$ cat config.mk
export PLATFORM = sky130hd
export DESIGN_NAME = adc_ctrl
export DESIGN_NICKNAME = d
export VERILOG_FILES = /design/src/common/adc_pkg.sv /design/src/adc_conv_timer.sv /design/src/adc_ctrl.sv
export VERILOG_INCLUDE_DIRS = /design/src /design/src/common
export SDC_FILE = /design/constraint.sdc
export NUM_CORES = 1
export LEC_CHECK = 0
export ABC_AREA = 0
export BUFFER_PORTS_ARGS = -buffer_cell sky130_fd_sc_hd__buf_2
export CAP_MARGIN = 30
export CELL_PAD_IN_SITES_DETAIL_PLACEMENT = 0
export CELL_PAD_IN_SITES_GLOBAL_PLACEMENT = 1
export CORE_UTILIZATION = 50
export CTS_CLUSTER_DIAMETER = 50
export DETAILED_ROUTE_END_ITERATION = 8
export PLACE_DENSITY_LB_ADDON = 0.1
export SLEW_MARGIN = 20
export SYNTH_ARGS = -nofsm -noshare
export SYNTH_HDL_FRONTEND = slang
export SYNTH_SLANG_ARGS = --single-unit
$ cat constraint.sdc
create_clock -name mclk_i -period 2.6 [get_ports mclk_i]
set_clock_uncertainty 0.2 [all_clocks]
set_input_delay 0.52 -clock mclk_i [delete_from_list [all_inputs] [get_ports mclk_i]]
set_output_delay 0.52 -clock mclk_i [all_outputs]
set_load 0.01 [all_outputs]
$ cat src/common/adc_regs.svh
// register offsets, field positions, reset values and timing counts of the converter control
`ifndef ADC_REGS_SVH
`define ADC_REGS_SVH

`define ADC_ADDR_RESULT_A   16'hffb0
`define ADC_ADDR_RESULT_B   16'hffb2
`define ADC_ADDR_RESULT_C   16'hffb4
`define ADC_ADDR_RESULT_D   16'hffb6
`define ADC_ADDR_CTRL       16'hffb8

`define ADC_BIT_DONE        7
`define ADC_BIT_IE          6
`define ADC_BIT_START       5
`define ADC_BIT_SCAN        4
`define ADC_BIT_CKS         3
`define ADC_CH_MSB          2
`define ADC_CH_LSB          0

`define ADC_CTRL_RESET      8'h00
`define ADC_RESULT_RESET    16'h0000
`define ADC_RESULT_LSB      6

// conversion time in states, one state per clock
`define ADC_STATES_SLOW     134
`define ADC_STATES_FAST     70
`define ADC_CYC_W           8

`endif

$ cat src/common/adc_pkg.sv
// types shared by the converter control block
package adc_pkg;

    typedef enum logic [1:0] {
        ADC_IDLE,
        ADC_CONV,
        ADC_STORE
    } adc_state_t;

    // one processor byte access
    typedef struct packed {
        logic        rd;
        logic        wr;
        logic [15:0] addr;
        logic [7:0]  wdata;
    } adc_bus_req_t;

    // one finished conversion
    typedef struct packed {
        logic       valid;
        logic [1:0] chan;
        logic [9:0] value;
    } adc_result_t;

endpackage : adc_pkg

$ cat src/adc_conv_timer.sv
// conversion timer: counts states of one conversion and samples the converter code
`timescale 1ns/1ps
`default_nettype none
`include "adc_regs.svh"

module adc_conv_timer
    import adc_pkg::*;
(
    input  wire logic                      mclk_i,
    input  wire logic                      resetn_i,
    input  wire logic                      start_i,
    input  wire logic                      abort_i,
    input  wire logic                      fast_i,
    input  wire logic [1:0]                chan_i,
    input  wire logic [9:0]                code_i,
    output var adc_result_t                result_o
);

    logic [`ADC_CYC_W-1:0] cnt_r;
    logic                  busy_r;
    logic [1:0]            chan_r;
    logic [`ADC_CYC_W-1:0] len_r;

    // length latched at start so a mid-conversion change cannot shorten it
    always_ff @(posedge mclk_i or negedge resetn_i) begin
        if (!resetn_i) begin
            busy_r <= 1'b0;
            cnt_r  <= '0;
            chan_r <= 2'h0;
            len_r  <= '0;
        end else if (abort_i) begin
            busy_r <= 1'b0;
            cnt_r  <= '0;
        end else if (start_i && !busy_r) begin
            busy_r <= 1'b1;
            cnt_r  <= '0;
            chan_r <= chan_i;
            len_r  <= fast_i ? `ADC_CYC_W'(`ADC_STATES_FAST - 1) : `ADC_CYC_W'(`ADC_STATES_SLOW - 1);
        end else if (busy_r) begin
            cnt_r <= cnt_r + `ADC_CYC_W'(1);
            if (cnt_r == len_r) begin
                busy_r <= 1'b0;
            end
        end
    end

    // result pulse in the cycle after the last state of the conversion
    always_ff @(posedge mclk_i or negedge resetn_i) begin
        if (!resetn_i) begin
            result_o <= '0;
        end else begin
            result_o.valid <= busy_r && !abort_i && (cnt_r == len_r);
            result_o.chan  <= chan_r;
            result_o.value <= code_i;
        end
    end

endmodule : adc_conv_timer
`default_nettype wire

$ cat src/adc_ctrl.sv
// control/status register, result registers and sequencing of the converter
`timescale 1ns/1ps
`default_nettype none
`include "adc_regs.svh"

module adc_ctrl
    import adc_pkg::*;
(
    input  wire logic                      mclk_i,
    input  wire logic                      resetn_i,
    input  wire logic                      standby_i,
    input  wire logic                      bus_rd_i,
    input  wire logic                      bus_wr_i,
    input  wire logic [15:0]               bus_addr_i,
    input  wire logic [7:0]                bus_wdata_i,
    input  wire logic [9:0]                conv_code_i,
    output logic      [7:0]                bus_rdata_o,
    output logic      [2:0]                conv_chan_o,
    output logic                           conv_sample_o,
    output logic                           conv_end_request_o
);

    adc_bus_req_t   req;
    adc_result_t    res;
    adc_state_t     state_r;
    logic [9:0]     result_r [4];
    logic [7:0]     temp_low_r;
    logic           done_r;
    logic           done_seen_r;
    logic           ie_r;
    logic           start_r;
    logic           scan_r;
    logic           cks_r;
    logic [2:0]     chan_sel_r;
    logic [1:0]     cur_chan_r;
    logic           kick;
    logic           abort;
    logic           ctrl_wr;
    logic           ctrl_rd;
    logic           last_chan;
    logic [7:0]     ctrl_val;
    logic [7:0]     rdata_nxt;
    logic           standby_s1_r;
    logic           standby_s2_r;

    assign req.rd    = bus_rd_i;
    assign req.wr    = bus_wr_i;
    assign req.addr  = bus_addr_i;
    assign req.wdata = bus_wdata_i;

    // standby comes from outside this clock domain
    always_ff @(posedge mclk_i or negedge resetn_i) begin
        if (!resetn_i) begin
            standby_s1_r <= 1'b0;
            standby_s2_r <= 1'b0;
        end else begin
            standby_s1_r <= standby_i;
            standby_s2_r <= standby_s1_r;
        end
    end

    assign ctrl_wr   = req.wr && (req.addr == `ADC_ADDR_CTRL);
    assign ctrl_rd   = req.rd && (req.addr == `ADC_ADDR_CTRL);
    assign abort     = standby_s2_r || !start_r;
    // scan ends its pass at the highest selected channel; codes above 3 clamp to 3
    assign last_chan = !scan_r || (cur_chan_r == (chan_sel_r[2] ? 2'h3 : chan_sel_r[1:0]));
    assign ctrl_val  = {done_r, ie_r, start_r, scan_r, cks_r, chan_sel_r};

    // control bits; hardware start clear loses to a same-cycle software start
    always_ff @(posedge mclk_i or negedge resetn_i) begin
        if (!resetn_i) begin
            ie_r       <= 1'b0;
            start_r    <= 1'b0;
            scan_r     <= 1'b0;
            cks_r      <= 1'b0;
            chan_sel_r <= 3'h0;
        end else begin
            if (ctrl_wr) begin
                ie_r       <= req.wdata[`ADC_BIT_IE];
                scan_r     <= req.wdata[`ADC_BIT_SCAN];
                cks_r      <= req.wdata[`ADC_BIT_CKS];
                chan_sel_r <= req.wdata[`ADC_CH_MSB:`ADC_CH_LSB];
            end
            if (ctrl_wr) begin
                start_r <= req.wdata[`ADC_BIT_START];
            end else if (standby_s2_r) begin
                start_r <= 1'b0;
            end else if (res.valid && !scan_r) begin
                start_r <= 1'b0;
            end
        end
    end

    // done flag: set wins over a same-cycle clear
    always_ff @(posedge mclk_i or negedge resetn_i) begin
        if (!resetn_i) begin
            done_r      <= 1'b0;
            done_seen_r <= 1'b0;
        end else begin
            if (res.valid && last_chan) begin
                done_r <= 1'b1;
            end else if (ctrl_wr && !req.wdata[`ADC_BIT_DONE] && done_seen_r) begin
                done_r <= 1'b0;
            end
            if (ctrl_rd && done_r) begin
                done_seen_r <= 1'b1;
            end else if (ctrl_wr) begin
                done_seen_r <= 1'b0;
            end
        end
    end

    // sequencer: one channel in single mode, ascending sweep in scan mode
    always_ff @(posedge mclk_i or negedge resetn_i) begin
        if (!resetn_i) begin
            state_r    <= ADC_IDLE;
            cur_chan_r <= 2'h0;
        end else begin
            unique case (state_r)
                ADC_IDLE: begin
                    if (start_r && !standby_s2_r) begin
                        state_r    <= ADC_CONV;
                        cur_chan_r <= scan_r ? 2'h0 : chan_sel_r[1:0];
                    end
                end
                ADC_CONV: begin
                    if (abort) begin
                        state_r <= ADC_IDLE;
                    end else if (res.valid) begin
                        state_r <= ADC_STORE;
                    end
                end
                ADC_STORE: begin
                    if (abort || !scan_r) begin
                        state_r <= ADC_IDLE;
                    end else begin
                        state_r    <= ADC_CONV;
                        cur_chan_r <= last_chan ? 2'h0 : cur_chan_r + 2'h1;
                    end
                end
            endcase
        end
    end

    // start held for the whole conversion state except the result cycle, which must not relaunch the timer with a stale channel
    assign kick = (state_r == ADC_CONV) && !res.valid;

    adc_conv_timer u_timer (
        .mclk_i   (mclk_i),
        .resetn_i (resetn_i),
        .start_i  (kick),
        .abort_i  (abort),
        .fast_i   (cks_r),
        .chan_i   (cur_chan_r),
        .code_i   (conv_code_i),
        .result_o (res)
    );

    // result store per channel, one generate entry each
    for (genvar i = 0; i < 4; i++) begin : g_res
        always_ff @(posedge mclk_i or negedge resetn_i) begin
            if (!resetn_i) begin
                result_r[i] <= 10'h000;
            end else if (res.valid && res.chan == 2'(i)) begin
                result_r[i] <= res.value;
            end
        end
    end

    // read mux; writes to result addresses fall through untouched
    always_comb begin
        rdata_nxt = 8'h00;
        unique case (req.addr)
            `ADC_ADDR_CTRL:         rdata_nxt = ctrl_val;
            `ADC_ADDR_RESULT_A:     rdata_nxt = result_r[0][9:2];
            `ADC_ADDR_RESULT_B:     rdata_nxt = result_r[1][9:2];
            `ADC_ADDR_RESULT_C:     rdata_nxt = result_r[2][9:2];
            `ADC_ADDR_RESULT_D:     rdata_nxt = result_r[3][9:2];
            `ADC_ADDR_RESULT_A + 16'h0001,
            `ADC_ADDR_RESULT_B + 16'h0001,
            `ADC_ADDR_RESULT_C + 16'h0001,
            `ADC_ADDR_RESULT_D + 16'h0001: rdata_nxt = temp_low_r;
            default:                rdata_nxt = 8'h00;
        endcase
    end

    // high-byte read captures low byte so a word read stays coherent
    always_ff @(posedge mclk_i or negedge resetn_i) begin
        if (!resetn_i) begin
            temp_low_r <= 8'h00;
        end else if (req.rd && !req.addr[0] && req.addr >= `ADC_ADDR_RESULT_A
                     && req.addr <= `ADC_ADDR_RESULT_D) begin
            temp_low_r <= {result_r[req.addr[2:1]][1:0], 6'h00};
        end
    end

    // registered outputs
    always_ff @(posedge mclk_i or negedge resetn_i) begin
        if (!resetn_i) begin
            bus_rdata_o        <= 8'h00;
            conv_chan_o        <= 3'h0;
            conv_sample_o      <= 1'b0;
            conv_end_request_o <= 1'b0;
        end else begin
            bus_rdata_o        <= req.rd ? rdata_nxt : 8'h00;
            conv_chan_o        <= {1'b0, cur_chan_r};
            conv_sample_o      <= kick && !abort;
            conv_end_request_o <= done_r && ie_r;
        end
    end

endmodule : adc_ctrl
`default_nettype wire

==> flow_metrics.env <==
export IMPL_period_needed_ns=1.98
export IMPL_netlist_area_mm2=0.00423
export IMPL_finalSetupViolCount=0
export IMPL_fin_util_pct=58.7
export IMPL_yosysWarnings=0
export IMPL_synth_edf_count=0
export IMPL_critPathKind="reg -> reg"
export IMPL_cts_tree="built"
export IMPL_leakagePower_nw=2.32
export IMPL_r2r_start="u_timer.result_o[12]"
export IMPL_status="completed"
export IMPL_postCtsSetupRepairBufs=0
export IMPL_finalMaxSlewViolations=0
export IMPL_rows=33
export IMPL_syn_inst=339
export IMPL_grt_pass1_vias=2808
export IMPL_worst_setup_path_start_kind="flip-flop"
export IMPL_regArea_mm2=0.00240
export IMPL_n_antenna_cell=0
export IMPL_worst_slew_margin_rel_pct=52.5
export IMPL_clkLatencyLatePin_ns=0.36
export IMPL_vias=2782
export IMPL_pre_cts_ws_ns=0.312
export IMPL_cp_required_ns=2.65
export IMPL_cp_max_fo=8
export IMPL_dr_pass1_iters=4
export IMPL_routabilityCongestion=0.804
export IMPL_cts_made_buffers=9
export IMPL_rsz0062_at_grt="no"
export IMPL_finalCritPeriodShare_pct=76.2
export IMPL_grt_pass1_wl_um=14300
export IMPL_grt_start_max_net_pins=47
export IMPL_async_flop_share_pct=100
export IMPL_drive_gt1_share_pct=34.5
export IMPL_min_path_type="in -> reg"
export IMPL_core_area_mm2=0.00822
export IMPL_hold_start="conv_code_i[6]"
export IMPL_routedWlPerCell_um=17.0
export IMPL_ant_nets=0
export IMPL_drtIter0Drc=118
export IMPL_drcViolationCount=0
export IMPL_cap_violations=0
export IMPL_synthesis_nets=379
export IMPL_cts_resized=0
export IMPL_r2r_end="u_timer.chan_r[1]"
export IMPL_cts_buffer_depth=2
export IMPL_power_density_mw_per_mm2=535
export IMPL_io_buffers=50
export IMPL_fp_dieW_um=93.9
export IMPL_grt_usage_pct=21.7
export IMPL_vias_per_cell=5.51
export IMPL_htree_levels=3
export IMPL_mostFrequentLayoutCells="dfrtp_1 (96), mux2_2 (51), buf_2 (49)"
export IMPL_area_growth_pct=14.1
export IMPL_worstSetupEndpointType="flip-flop"
export IMPL_dp_hpwl_um=5990
export IMPL_fill_cells=717
export IMPL_cp_arrival_ns=2.03
export IMPL_cts_root_buffer="clkbuf_8"
export IMPL_worstMarginPinSlew_ns=0.710
export IMPL_cts_clk_slew_worst_paths_ns=0.10
export IMPL_ioPinCount=52
export IMPL_fin_setup_tns_ns=0
export IMPL_synth_cell_types=53
export IMPL_rrSetupSlack_ns=0.62
export IMPL_grt_ovfl_total=0
export IMPL_r2r_cells=4
export IMPL_finalHoldViolCount=0
export IMPL_multi_input_area_mm2=0.00169
export IMPL_fin_nets=437
export IMPL_dieArea_mm2=0.00882
export IMPL_start_util_pct=51.4
export IMPL_synthFlopType="dfrtp_1"
export IMPL_min_path_cells=1
export IMPL_hold_end="u_timer.result_o[6]"
export IMPL_cts_num_sinks=96
export IMPL_antenna_found_initial=0
export IMPL_fmax_mhz=505
export IMPL_ys_seq_area_share_pct=56.8
export IMPL_drt_total_wl_um=8570
export IMPL_finalWorstSetupSlack_ns=0.620
export IMPL_final_common_cell="dfrtp_1"
export IMPL_syn_area_per_cell_um2=12.5
export IMPL_synth_seq_cells=96
export IMPL_ir_drop_v=0.000322
export IMPL_die_h_um=93.9
## power breakdown
| group | internal (W) | switching (W) |
|---|---|---|
| logic | 0.0000390 | 0.0000616 |
| clock network | 0.000466 | 0.000502 |
| registers | 0.00150 | 0.00000878 |
| total | 0.00201 | 0.000572 |
## logic make-up after synthesis
group | share of synthesized area, %
multiplexers | 19.6
buffers and inverters | 3.29
XOR/XNOR | 0.622
adder cells (fa/ha/maj) | 0.296
AO/OA/AOI/OAI | 7.22
AND/OR/NAND/NOR | 12.0
flip-flops | 56.8
other | 0.0887
## critical path: stages, from the launching register on
cell     delay [ns]
dfrtp_1        0.47
nor3b_1        0.33
nand2_1        0.15
nor2_1         0.34
mux2_2         0.38
## area by class of cell
class,count,area share (%)
clock buffers,10,2.85
flip-flops and latches,96,49.8
inverters,14,1.09
well taps,105,2.72
multi-input cells,214,35.0
clock inverters,4,1.14
repair buffers,62,7.42
## metal layers
layer  up-vias  track usage [%]  routed length, um
met3        10             4.29                305
met5         -                0                  0
li1       1347                -                  -
met1      1362             32.5               4400
met2        63             31.4               3760
met4         0             7.05                107
## through the flow
| stage | cell area (um^2) | cells | hold slack [ns] | total power [W] |
|---|---|---|---|---|
| after floorplan | 4230 | 339 | 0.0244 | 0.00157 |
| after global placement | 4620 | 490 | 0.150 | 0.00164 |
| after detailed placement | 4620 | 490 | 0.151 | 0.00164 |
| after CTS | 4820 | 505 | 0.0470 | 0.00261 |
| after global routing | 4820 | 505 | 0.0328 | 0.00268 |
| final | 4820 | 505 | 0.0578 | 0.00258 |
## what timing repair did
| action | 4_1_cts | 5_1_grt |
|---|---|---|
| hold endpoints to repair | 31 | 0 |
| hold buffers | 1 | 0 |
| endpoints found under the setup margin | 0 | 0 |
## cells in the mapped netlist, types with 3 or more instances
| cell | n | area share (%) |
|---|---|---|
| o21ai_0 | 18 | 2.1 |
| clkbuf_1 | 10 | 0.89 |
| nand4_1 | 3 | 0.44 |
| inv_1 | 14 | 1.2 |
| nand2b_1 | 4 | 0.59 |
| mux2_2 | 51 | 14 |
| dfrtp_1 | 96 | 57 |
| nand2_1 | 18 | 1.6 |
| nand3b_1 | 5 | 0.89 |
| nor4_1 | 9 | 1.3 |
| a31oi_1 | 3 | 0.44 |
| mux2_4 | 7 | 2.5 |
| nor2_1 | 10 | 0.89 |
| nor3_1 | 12 | 1.4 |
| nand3_1 | 8 | 0.95 |
| o31ai_1 | 3 | 0.53 |
| a21oi_1 | 12 | 1.4 |
| nor3b_1 | 3 | 0.53 |
| mux2i_1 | 10 | 2.4 |
| and3_1 | 3 | 0.44 |
## state kept, by name (all words and copies together) (netlist names)
| register | count |
|---|---|
| conv_chan_o | 2 |
| standby_s1_r | 1 |
| result_r | 40 |
| done_seen_r | 1 |
| cur_chan_r | 2 |
| bus_rdata_o | 8 |
| conv_sample_o | 1 |
| u_timer.chan_r | 2 |
| ie_r | 1 |
| done_r | 1 |
| scan_r | 1 |
| u_timer.len_r | 3 |
| start_r | 1 |
| chan_sel_r | 3 |
| temp_low_r | 2 |
| standby_s2_r | 1 |
| u_timer.result_o | 13 |
| cks_r | 1 |
| u_timer.cnt_r | 8 |
| state_r | 2 |
| u_timer.busy_r | 1 |
| conv_end_request_o | 1 |
## how the worst max path moves through the flow
stage,from,endpoint,cells after the start,slack [ns]
after floorplan,bus_addr_i[1],chan_sel_r[0],6,0.48
after CTS,start_r,u_timer.chan_r[0],4,0.61
after detailed placement,bus_addr_i[2],start_r,5,0.31
after global placement,bus_addr_i[2],start_r,5,0.33
final,u_timer.result_o[12],u_timer.chan_r[1],4,0.62
after global routing,u_timer.result_o[12],u_timer.chan_r[1],4,0.48
(Power assumes the default switching activity.)
